$ cat src/hw/pwc_consts.svh
`ifndef PWC_CONSTS_SVH
`define PWC_CONSTS_SVH

// ----------------------------------------------------------------
// Register offsets (byte addresses)
// ----------------------------------------------------------------
`define PWC_ADDR_W        8
`define PWC_OFF_MODE      8'h00
`define PWC_OFF_ENABLE    8'h04
`define PWC_OFF_DISABLE   8'h08
`define PWC_OFF_STATUS    8'h0C
`define PWC_OFF_DUTY      8'h10
`define PWC_OFF_PERIOD    8'h14
`define PWC_OFF_COUNTER   8'h18
`define PWC_OFF_UPDATE    8'h1C

// ----------------------------------------------------------------
// Field positions and widths
// ----------------------------------------------------------------
`define PWC_VAL_W         16
`define PWC_SEL_W         4
`define PWC_MODE_SEL_LSB  0
`define PWC_MODE_CENTER   8
`define PWC_MODE_POL      9
`define PWC_MODE_UPD_PRD  10
`define PWC_CMD_BIT       0
`define PWC_STAT_EN_BIT   0
`define PWC_SEL_MAX       4'hA
`define PWC_DIV_W         11

// ----------------------------------------------------------------
// Reset and restart values
// ----------------------------------------------------------------
`define PWC_RST_VAL       16'h0000
`define PWC_RST_SEL       4'h0
`define PWC_CNT_START     16'h0000
`define PWC_CNT_RESTART   16'h0001

`endif

$ cat src/hw/pwc_pkg.sv
`include "pwc_consts.svh"

package pwc_pkg;

    typedef logic [`PWC_VAL_W-1:0]  pwc_val_t;
    typedef logic [`PWC_ADDR_W-1:0] pwc_addr_t;

    // Channel configuration held in the mode register
    typedef struct packed {
        logic                  upd_period;
        logic                  polarity;
        logic                  center;
        logic [`PWC_SEL_W-1:0] clk_sel;
    } pwc_cfg_s;

    // Register port request
    typedef struct packed {
        logic        wr;
        logic        rd;
        pwc_addr_t   addr;
        logic [31:0] wdata;
    } pwc_req_s;

    // Channel activity
    typedef enum logic [2:0] {
        PWC_IDLE  = 3'b001,
        PWC_FIRST = 3'b010,
        PWC_RUN   = 3'b100
    } pwc_state_e;

endpackage : pwc_pkg

$ cat src/hw/pwc_prescaler.sv
`timescale 1ns/1ps
`default_nettype none
`include "pwc_consts.svh"

module pwc_prescaler (
    input  wire logic                  clk,
    input  wire logic                  sys_rst,
    input  wire logic                  clr,
    input  wire logic [`PWC_SEL_W-1:0] sel,
    output var  logic                  tick
);
    import pwc_pkg::*;

    logic [`PWC_DIV_W-1:0] div_q;
    logic [`PWC_DIV_W-1:0] mask;

    // ------------------------------------------------------------
    // Divider: tick once every 2^sel master clocks
    // ------------------------------------------------------------
    // Selections above 10 divide by 2^11 master clocks, twice the largest divider
    always_comb begin
        if (sel > `PWC_SEL_MAX) begin
            mask = {`PWC_DIV_W{1'b1}};
        end else begin
            mask = `PWC_DIV_W'((1 << sel) - 1);
        end
    end

    // Cleared on enable so the first selected-clock period is whole
    always_ff @(posedge clk) begin
        if (sys_rst || clr) begin
            div_q <= '0;
            tick  <= 1'b0;
        end else begin
            div_q <= div_q + `PWC_DIV_W'(1);
            tick  <= ((div_q & mask) == mask);
        end
    end

endmodule : pwc_prescaler
`default_nettype wire

$ cat src/hw/pwc_channel.sv
// Decided for this implementation: the plain strobed port and the address map.
`timescale 1ns/1ps
`default_nettype none
`include "pwc_consts.svh"

module pwc_channel (
    input  wire logic              clk,
    input  wire logic              sys_rst,
    input  wire pwc_pkg::pwc_addr_t reg_addr,
    input  wire logic [31:0]       reg_wdata,
    input  wire logic              reg_wr,
    input  wire logic              reg_rd,
    output var  logic [31:0]       reg_rdata,
    output var  logic              pwm_out
);
    import pwc_pkg::*;

    // ------------------------------------------------------------
    // Declarations
    // ------------------------------------------------------------
    pwc_req_s   req;
    pwc_cfg_s   cfg_q;
    pwc_state_e state_q;
    pwc_val_t   duty_q;
    pwc_val_t   period_q;
    pwc_val_t   counter_q;
    pwc_val_t   upd_val_q;
    logic       upd_pend_q;
    logic       upd_prd_q;
    logic       down_q;
    logic       enabled_flag_q;
    logic       tick;
    logic       wr_mode;
    logic       wr_enable;
    logic       wr_disable;
    logic       wr_duty;
    logic       wr_period;
    logic       wr_update;
    logic       period_end;
    logic       early;
    logic       apply_now;
    logic       apply_end;
    logic       upd_ok;

    // Decode a write strobe against one register offset
    function automatic logic hit(input pwc_req_s r, input pwc_addr_t off);
        hit = r.wr && (r.addr == off);
    endfunction : hit

    // Counter value that must not defer an update write
    function automatic logic in_early_window(input pwc_val_t c);
        in_early_window = (c == `PWC_CNT_START) || (c == `PWC_CNT_RESTART);
    endfunction : in_early_window

    // ------------------------------------------------------------
    // Register port decode
    // ------------------------------------------------------------
    assign req.wr    = reg_wr;
    assign req.rd    = reg_rd;
    assign req.addr  = reg_addr;
    assign req.wdata = reg_wdata;

    assign wr_mode    = hit(req, `PWC_OFF_MODE);
    assign wr_enable  = hit(req, `PWC_OFF_ENABLE) && req.wdata[`PWC_CMD_BIT];
    assign wr_disable = hit(req, `PWC_OFF_DISABLE) && req.wdata[`PWC_CMD_BIT];
    assign wr_duty    = hit(req, `PWC_OFF_DUTY);
    assign wr_period  = hit(req, `PWC_OFF_PERIOD);
    assign wr_update  = hit(req, `PWC_OFF_UPDATE);

    // ------------------------------------------------------------
    // Selected clock
    // ------------------------------------------------------------
    pwc_prescaler u_prescaler (
        .clk     (clk),
        .sys_rst (sys_rst),
        .clr     (wr_enable),
        .sel     (cfg_q.clk_sel),
        .tick    (tick)
    );

    // ------------------------------------------------------------
    // Mode register
    // ------------------------------------------------------------
    // Mode may change while running; the new polarity shows at once
    always_ff @(posedge clk) begin
        if (sys_rst) begin
            cfg_q <= '{upd_period: 1'b0, polarity: 1'b0, center: 1'b0,
                       clk_sel: `PWC_RST_SEL};
        end else if (wr_mode) begin
            cfg_q.clk_sel    <= req.wdata[`PWC_MODE_SEL_LSB +: `PWC_SEL_W];
            cfg_q.center     <= req.wdata[`PWC_MODE_CENTER];
            cfg_q.polarity   <= req.wdata[`PWC_MODE_POL];
            cfg_q.upd_period <= req.wdata[`PWC_MODE_UPD_PRD];
        end
    end

    // ------------------------------------------------------------
    // Channel activity
    // ------------------------------------------------------------
    // FIRST lasts until one selected-clock period has passed
    always_ff @(posedge clk) begin
        if (sys_rst) begin
            state_q <= PWC_IDLE;
        end else if (wr_enable) begin
            state_q <= PWC_FIRST;
        end else begin
            unique case (state_q)
                PWC_IDLE: begin
                    state_q <= PWC_IDLE;
                end
                PWC_FIRST: begin
                    if (wr_disable) begin
                        state_q <= PWC_IDLE;
                    end else if (tick) begin
                        state_q <= PWC_RUN;
                    end
                end
                PWC_RUN: begin
                    if (wr_disable) begin
                        state_q <= PWC_IDLE;
                    end
                end
            endcase
        end
    end

    // Enabled flag: an early disable leaves it set, a later one clears it
    always_ff @(posedge clk) begin
        if (sys_rst) begin
            enabled_flag_q <= 1'b0;
        end else if (wr_enable) begin
            enabled_flag_q <= 1'b1;
        end else if (wr_disable && (state_q == PWC_RUN)) begin
            enabled_flag_q <= 1'b0;
        end
    end

    // ------------------------------------------------------------
    // Period counter
    // ------------------------------------------------------------
    // End of period: top of a left-aligned ramp, bottom of a centre one
    always_comb begin
        if (cfg_q.center) begin
            period_end = tick && down_q && (counter_q <= `PWC_CNT_RESTART);
        end else begin
            period_end = tick && (counter_q >= period_q);
        end
    end

    // Only counts while the line is active; a period of 0 freezes it
    always_ff @(posedge clk) begin
        if (sys_rst || (state_q == PWC_IDLE) || wr_enable) begin
            counter_q <= `PWC_CNT_START;
            down_q    <= 1'b0;
        end else if (tick && (period_q != `PWC_RST_VAL)) begin
            if (cfg_q.center) begin
                if (!down_q && (counter_q >= period_q)) begin
                    down_q    <= 1'b1;
                    counter_q <= counter_q - `PWC_VAL_W'(1);
                end else if (down_q && (counter_q == `PWC_CNT_START)) begin
                    down_q    <= 1'b0;
                    counter_q <= counter_q + `PWC_VAL_W'(1);
                end else if (down_q) begin
                    counter_q <= counter_q - `PWC_VAL_W'(1);
                end else begin
                    counter_q <= counter_q + `PWC_VAL_W'(1);
                end
            end else if (period_end) begin
                counter_q <= `PWC_CNT_RESTART;
            end else begin
                counter_q <= counter_q + `PWC_VAL_W'(1);
            end
        end
    end

    // ------------------------------------------------------------
    // Update path
    // ------------------------------------------------------------
    // Period updates are dropped entirely while the active period is 0
    assign upd_ok    = !cfg_q.upd_period || (period_q != `PWC_RST_VAL);
    assign early     = in_early_window(counter_q);
    assign apply_now = wr_update && early && upd_ok;
    assign apply_end = upd_pend_q && period_end && !wr_update;

    // Pending update; a new write in the same cycle as the period end
    // wins, so its value is never lost
    always_ff @(posedge clk) begin
        if (sys_rst) begin
            upd_pend_q <= 1'b0;
            upd_val_q  <= `PWC_RST_VAL;
            upd_prd_q  <= 1'b0;
        end else if (wr_update && !early && upd_ok) begin
            upd_pend_q <= 1'b1;
            upd_val_q  <= req.wdata[`PWC_VAL_W-1:0];
            upd_prd_q  <= cfg_q.upd_period;
        end else if (apply_now || apply_end) begin
            upd_pend_q <= 1'b0;
        end
    end

    // ------------------------------------------------------------
    // Active duty and period
    // ------------------------------------------------------------
    // Direct writes go straight to the active values
    always_ff @(posedge clk) begin
        if (sys_rst) begin
            duty_q <= `PWC_RST_VAL;
        end else if (wr_duty) begin
            duty_q <= req.wdata[`PWC_VAL_W-1:0];
        end else if (apply_now && !cfg_q.upd_period) begin
            duty_q <= req.wdata[`PWC_VAL_W-1:0];
        end else if (apply_end && !upd_prd_q) begin
            duty_q <= upd_val_q;
        end
    end

    always_ff @(posedge clk) begin
        if (sys_rst) begin
            period_q <= `PWC_RST_VAL;
        end else if (wr_period) begin
            period_q <= req.wdata[`PWC_VAL_W-1:0];
        end else if (apply_now && cfg_q.upd_period) begin
            period_q <= req.wdata[`PWC_VAL_W-1:0];
        end else if (apply_end && upd_prd_q && (period_q != `PWC_RST_VAL)) begin
            period_q <= upd_val_q;
        end
    end

    // ------------------------------------------------------------
    // Waveform
    // ------------------------------------------------------------
    // Off whenever the line is internally disabled, even if the flag
    // still reads 1 after an early disable
    always_ff @(posedge clk) begin
        if (sys_rst || (state_q == PWC_IDLE)) begin
            pwm_out <= 1'b0;
        end else begin
            pwm_out <= (counter_q < duty_q) ^ cfg_q.polarity;
        end
    end

    // ------------------------------------------------------------
    // Read data, one cycle after the read strobe
    // ------------------------------------------------------------
    always_ff @(posedge clk) begin
        if (sys_rst) begin
            reg_rdata <= 32'h0000_0000;
        end else if (req.rd) begin
            unique case (req.addr)
                `PWC_OFF_MODE: begin
                    reg_rdata <= 32'({cfg_q.upd_period, cfg_q.polarity, cfg_q.center,
                                      4'h0, cfg_q.clk_sel});
                end
                `PWC_OFF_STATUS: begin
                    reg_rdata <= 32'(enabled_flag_q);
                end
                `PWC_OFF_DUTY: begin
                    reg_rdata <= 32'(duty_q);
                end
                `PWC_OFF_PERIOD: begin
                    reg_rdata <= 32'(period_q);
                end
                `PWC_OFF_COUNTER: begin
                    reg_rdata <= 32'(counter_q);
                end
                `PWC_OFF_UPDATE: begin
                    reg_rdata <= 32'(upd_val_q);
                end
                default: begin
                    reg_rdata <= 32'h0000_0000;
                end
            endcase
        end else begin
            reg_rdata <= 32'h0000_0000;
        end
    end

endmodule : pwc_channel
`default_nettype wire

$ cat config.mk
export PLATFORM = sky130hd
export DESIGN_NAME = pwc_channel
export DESIGN_NICKNAME = d
export VERILOG_FILES = /design/src/hw/pwc_pkg.sv /design/src/hw/pwc_prescaler.sv /design/src/hw/pwc_channel.sv
export VERILOG_INCLUDE_DIRS = /design/src /design/src/hw
export SDC_FILE = /design/constraint.sdc
export NUM_CORES = 1
export LEC_CHECK = 0
export BUFFER_PORTS_ARGS = -buffer_cell sky130_fd_sc_hd__clkbuf_2
export CAP_MARGIN = 15
export CORE_ASPECT_RATIO = 0.75
export CORE_MARGIN = 4
export CORE_UTILIZATION = 40
export DETAILED_ROUTE_END_ITERATION = 16
export PLACE_DENSITY_LB_ADDON = 0.3
export SLEW_MARGIN = 20
export SYNTH_ARGS = -nofsm -noshare
export SYNTH_HDL_FRONTEND = slang
export SYNTH_SLANG_ARGS = --single-unit
$ cat constraint.sdc
create_clock -name clk -period 3.7 [get_ports clk]
set_clock_uncertainty 0.1 [all_clocks]
set_input_delay 0.37 -clock clk [delete_from_list [all_inputs] [get_ports clk]]
set_output_delay 0.37 -clock clk [all_outputs]
set_load 0.02 [all_outputs]
==> impl_results.rst <==
.. list-table::
   :header-rows: 1

   * - Metric
     - Value
   * - Count of final setup violators
     - 0
   * - Min cycle time layout
     - 3240 ps
   * - Global-route wire length before repair
     - 29.6 mm
   * - Total negative setup slack
     - 0 ps
   * - Most used cells in the layout excluding fill and tap cells
     - 107 x sky130_fd_sc_hd__dfxtp_1, 96 x sky130_fd_sc_hd__nand2_1, 68 x sky130_fd_sc_hd__a21oi_1
   * - PwrDens
     - approximately 320 nW/um^2
   * - Final-report hold violation count
     - 0
   * - Layer with the highest usage
     - met1
   * - Global-route congestion overflow total
     - 0
   * - Proportion of power drawn by flip-flops and latches
     - roughly 51%
   * - Leakage power figure
     - just under 3 nW
   * - Post-synthesis average cell area
     - about 8.1 sq um
   * - Largest net degree at the start of global routing
     - 31
   * - Max Freq
     - around 310 MHz
   * - Area overhead of the layout relative to synthesis
     - 11.0%
   * - Endpoint of the most critical register-to-register path
     - counter_q[7]
   * - Area of the die
     - approximately 18000 sq um
   * - Setup CP Type
     - register to register
   * - Start point of the critical path
     - period_q[15]
   * - Die outline width
     - between 150 and 200 um
   * - Met3 track utilization from global routing
     - 3.69%
   * - Post-synth top area share
     - around 33%
   * - Number of nets in the layout
     - 914
   * - Initial standard-cell utilization of the core
     - about two fifths
   * - Filler instances
     - 1600
   * - Met1 Track Usage GR
     - between 30% and 40%
   * - Most area-hungry cell type in the Yosys netlist
     - sky130_fd_sc_hd__dfxtp_1
   * - Total track usage
     - 20.3%
   * - Req. time, crit path
     - ~3900 ps
   * - Sequential share of the synthesized area
     - ~33%
   * - RSZ-0062 raised after global routing
     - no
   * - DRT Pass-1 Iters
     - 5
   * - Cell area after technology mapping
     - approximately 6500 sq um
   * - Data arrival, critical path
     - approximately 3400 ps
   * - Number of levels in the clock H-tree
     - 3
   * - Number of violations reported at the end of detailed-routing iteration 0
     - 696
   * - Ports
     - a little under 80
   * - TritonCTS clock tree
     - done
   * - Number of antenna-violating nets in the routed design
     - 0
   * - Buffers from clock root to sink, at most
     - 2
   * - Largest cells by area after synthesis
     - sky130_fd_sc_hd__dfxtp_1 33%, sky130_fd_sc_hd__ha_1 7.0%, sky130_fd_sc_hd__mux2i_1 6.3%, sky130_fd_sc_hd__nand2_1 5.6%, sky130_fd_sc_hd__a21oi_1 5.3%
   * - Share of total power consumed by net switching
     - a little over a quarter
   * - Total count of max-transition violations in the final report
     - 0
   * - Internal power
     - 1.68 mW
   * - Worst setup EP type
     - register
   * - Resize count post-CTS
     - 0
   * - VDD IR max
     - 221 uV
   * - Class of the most critical hold timing path
     - input pin to register
   * - Standard-cell rows
     - 39
   * - Final routed DRC violation total
     - 0
   * - Met2 capacity usage during global routing
     - a little over a quarter
   * - Crit path capture
     - counter_q[7]
   * - Total wire length after detailed routing
     - 18.6 mm
   * - Post-synthesis cell count
     - 800
   * - Fraction of layout instances using a drive strength above 1
     - roughly an eighth
   * - Depth of the worst register-to-register path
     - 10
   * - Largest fanout on the critical path
     - 9
   * - Number of synthesized flops with an enable pin
     - 0
   * - Gp weighted congestion
     - 0.933
   * - DR WL/cell
     - about 18 um
   * - Most used flip-flop cell after synthesis
     - sky130_fd_sc_hd__dfxtp_1
   * - Reg-to-reg setup timing slack
     - approximately 460 ps
   * - Storage element area
     - 2140 sq um
   * - Root buf cell
     - sky130_fd_sc_hd__clkbuf_16
   * - Post-CTS Repair Setup Buffers
     - 0
   * - Logic gate share of total power
     - ~4.1%
   * - Clk sinks
     - ~110
   * - Outcome
     - complete, no violations
   * - Via count of the first global-routing pass
     - roughly 5200
   * - Inserted Clock Buffers
     - 9
   * - Async set-reset flop share out of synthesis
     - 0%
   * - Most frequent standard cell in the layout excluding fill and tap cells
     - sky130_fd_sc_hd__dfxtp_1
   * - Unique masters post-synth
     - slightly above 60
   * - Clock-pin slew on the worst setup and hold paths
     - roughly 80 ps
   * - Critical Path Source Type
     - register
   * - Power share of the clock group
     - between 40% and 50%
   * - DPL Wire Length
     - approximately 13 mm
   * - Post-route cell area
     - approximately 7200 sq um
   * - Initial antenna violation count
     - 0
   * - Die outline height
     - approximately 120 um
   * - Worst-Margin Slew
     - roughly 810 ps
   * - Placed inst area
     - 6860 sq um
   * - Fraction of the cycle the final worst path needs
     - 87.5%
   * - Worst flop-to-flop path startpoint
     - period_q[15]
   * - Clock latency of the later-clocked register in the worst-skew pair
     - 370 ps
   * - Rel. slew slack
     - 46.1%
   * - Via density
     - 5.68
   * - Core Box Area
     - ~16000 sq um
   * - Count of input and output buffers
     - between 40 and 50
   * - Switch Pwr
     - about 0.6 mW
   * - Total of flip-flops plus latches after synthesis
     - 107
   * - Total via count in the routed design
     - just under 6000
   * - Antenna cells
     - 0
   * - Hold buffers post-CTS
     - 0
   * - Multi-input logic area
     - 3890 sq um
   * - Yosys warnings
     - 0
   * - Max-capacitance violation count
     - 0
==> worst max-delay path, cell delays in order, from the launching register on <==
cell                      delay, ps
sky130_fd_sc_hd__dfxtp_1        450
sky130_fd_sc_hd__inv_1           70
sky130_fd_sc_hd__ha_1           330
sky130_fd_sc_hd__nand4_1        180
sky130_fd_sc_hd__nor3_1          70
sky130_fd_sc_hd__nor4_1         360
sky130_fd_sc_hd__nand2_1        320
sky130_fd_sc_hd__o21a_1         450
sky130_fd_sc_hd__mux2_4         370
sky130_fd_sc_hd__or3_1          310
sky130_fd_sc_hd__a21oi_1        150
==> cell type report <==
type                       count  share of cell area (%)
clock buffer                   9                    3.14
clock inverter                 7                    1.34
timing repair buffer          71                    5.89
tap                          205                    3.57
multi-input combinational    605                    54.1
sequential                   107                    29.8
inverter                      40                    2.09
==> cell usage after synthesis (2+ instances only) <==
cell type	number
sky130_fd_sc_hd__o2bb2ai_1	16
sky130_fd_sc_hd__nor3_1	17
sky130_fd_sc_hd__a221oi_1	6
sky130_fd_sc_hd__xor2_1	16
sky130_fd_sc_hd__clkbuf_1	34
sky130_fd_sc_hd__nor3b_1	2
sky130_fd_sc_hd__mux2i_1	41
sky130_fd_sc_hd__inv_1	40
sky130_fd_sc_hd__a31oi_1	9
sky130_fd_sc_hd__xnor2_1	7
sky130_fd_sc_hd__a21oi_1	68
sky130_fd_sc_hd__o2111ai_1	2
sky130_fd_sc_hd__o22ai_1	3
sky130_fd_sc_hd__a21o_1	8
sky130_fd_sc_hd__buf_2	4
sky130_fd_sc_hd__nand3_4	2
sky130_fd_sc_hd__a22oi_1	31
sky130_fd_sc_hd__nor2_2	2
sky130_fd_sc_hd__or4_4	2
sky130_fd_sc_hd__nand2_1	96
sky130_fd_sc_hd__a222oi_1	2
sky130_fd_sc_hd__buf_4	22
sky130_fd_sc_hd__dfxtp_1	107
sky130_fd_sc_hd__ha_1	36
sky130_fd_sc_hd__o21ai_0	47
sky130_fd_sc_hd__nand3_1	29
sky130_fd_sc_hd__o211ai_1	5
sky130_fd_sc_hd__a211oi_1	6
sky130_fd_sc_hd__o31ai_1	3
sky130_fd_sc_hd__nand2b_1	8
sky130_fd_sc_hd__nand3b_1	5
sky130_fd_sc_hd__buf_6	3
sky130_fd_sc_hd__nand4_1	7
sky130_fd_sc_hd__nor2b_1	7
sky130_fd_sc_hd__nor2_4	2
sky130_fd_sc_hd__nor4_1	11
sky130_fd_sc_hd__and2_1	3
sky130_fd_sc_hd__nor2_1	51
sky130_fd_sc_hd__a32oi_1	2
sky130_fd_sc_hd__or3_1	4
sky130_fd_sc_hd__mux2_2	2
sky130_fd_sc_hd__and3_1	13
==> layer usage <==
layer	share of wire (%)	vias up
li1	-	2905
met1	50	2772
met2	39	227
met3	8.4	26
met4	2.1	0
met5	0	-
==> power by group through the flow <==
stage / registers, mW / clock network (mW) / logic [mW]
floorplan: 1.19 / 0 / 0.0696
global placement: 1.19 / 0 / 0.0932
detailed placement: 1.19 / 0 / 0.0935
CTS: 1.16 / 1.06 / 0.0937
global route: 1.16 / 1.11 / 0.103
finish: 1.16 / 1.04 / 0.0945
==> through the flow <==
stage / setup slack, ps / power, mW / hold slack [ps] / cells / util [%]
floorplan: 758 / 1.26 / 349 / 815 / -
global placement: 499 / 1.28 / 372 / 1028 / 44.2
detailed placement: 444 / 1.28 / 370 / 1028 / 44.2
CTS: 428 / 2.32 / 119 / 1044 / 46.3
global route: 220 / 2.37 / 136 / 1044 / 46.3
finish: 463 / 2.29 / 131 / 1044 / 46.3
==> cells by family after synthesis <==
group / Yosys count / share of synthesized area [%]
and+or+nand+nor: 269 / 20.9
xor gates and xnor gates: 23 / 3.11
DFF: 107 / 33.1
AOI/OAI and AO/OA: 217 / 21.2
muxes: 44 / 6.92
adders and majority gates: 36 / 6.96
other: 1 / 0.0580
buffers and inverters: 103 / 7.68
==> worst min path at each step <==
stage	cells past startpoint	start	slack [ps]	to
detailed placement	2	enabled_flag_q	370	enabled_flag_q
floorplan	2	enabled_flag_q	350	enabled_flag_q
global placement	2	enabled_flag_q	370	enabled_flag_q
global route	2	reg_wdata[15]	140	period_q[15]
finish	3	reg_wdata[5]	130	duty_q[5]
CTS	3	reg_wdata[5]	120	duty_q[5]
==> flip-flops by register name, summed over array words and instances, names as in the netlist, 3 cells and up <==
register / flops
state_q: 3
period_q: 16
u_prescaler.div_q: 11
reg_rdata: 16
cfg_q: 7
upd_val_q: 16
duty_q: 16
counter_q: 16
(Power assumes the default switching activity.)
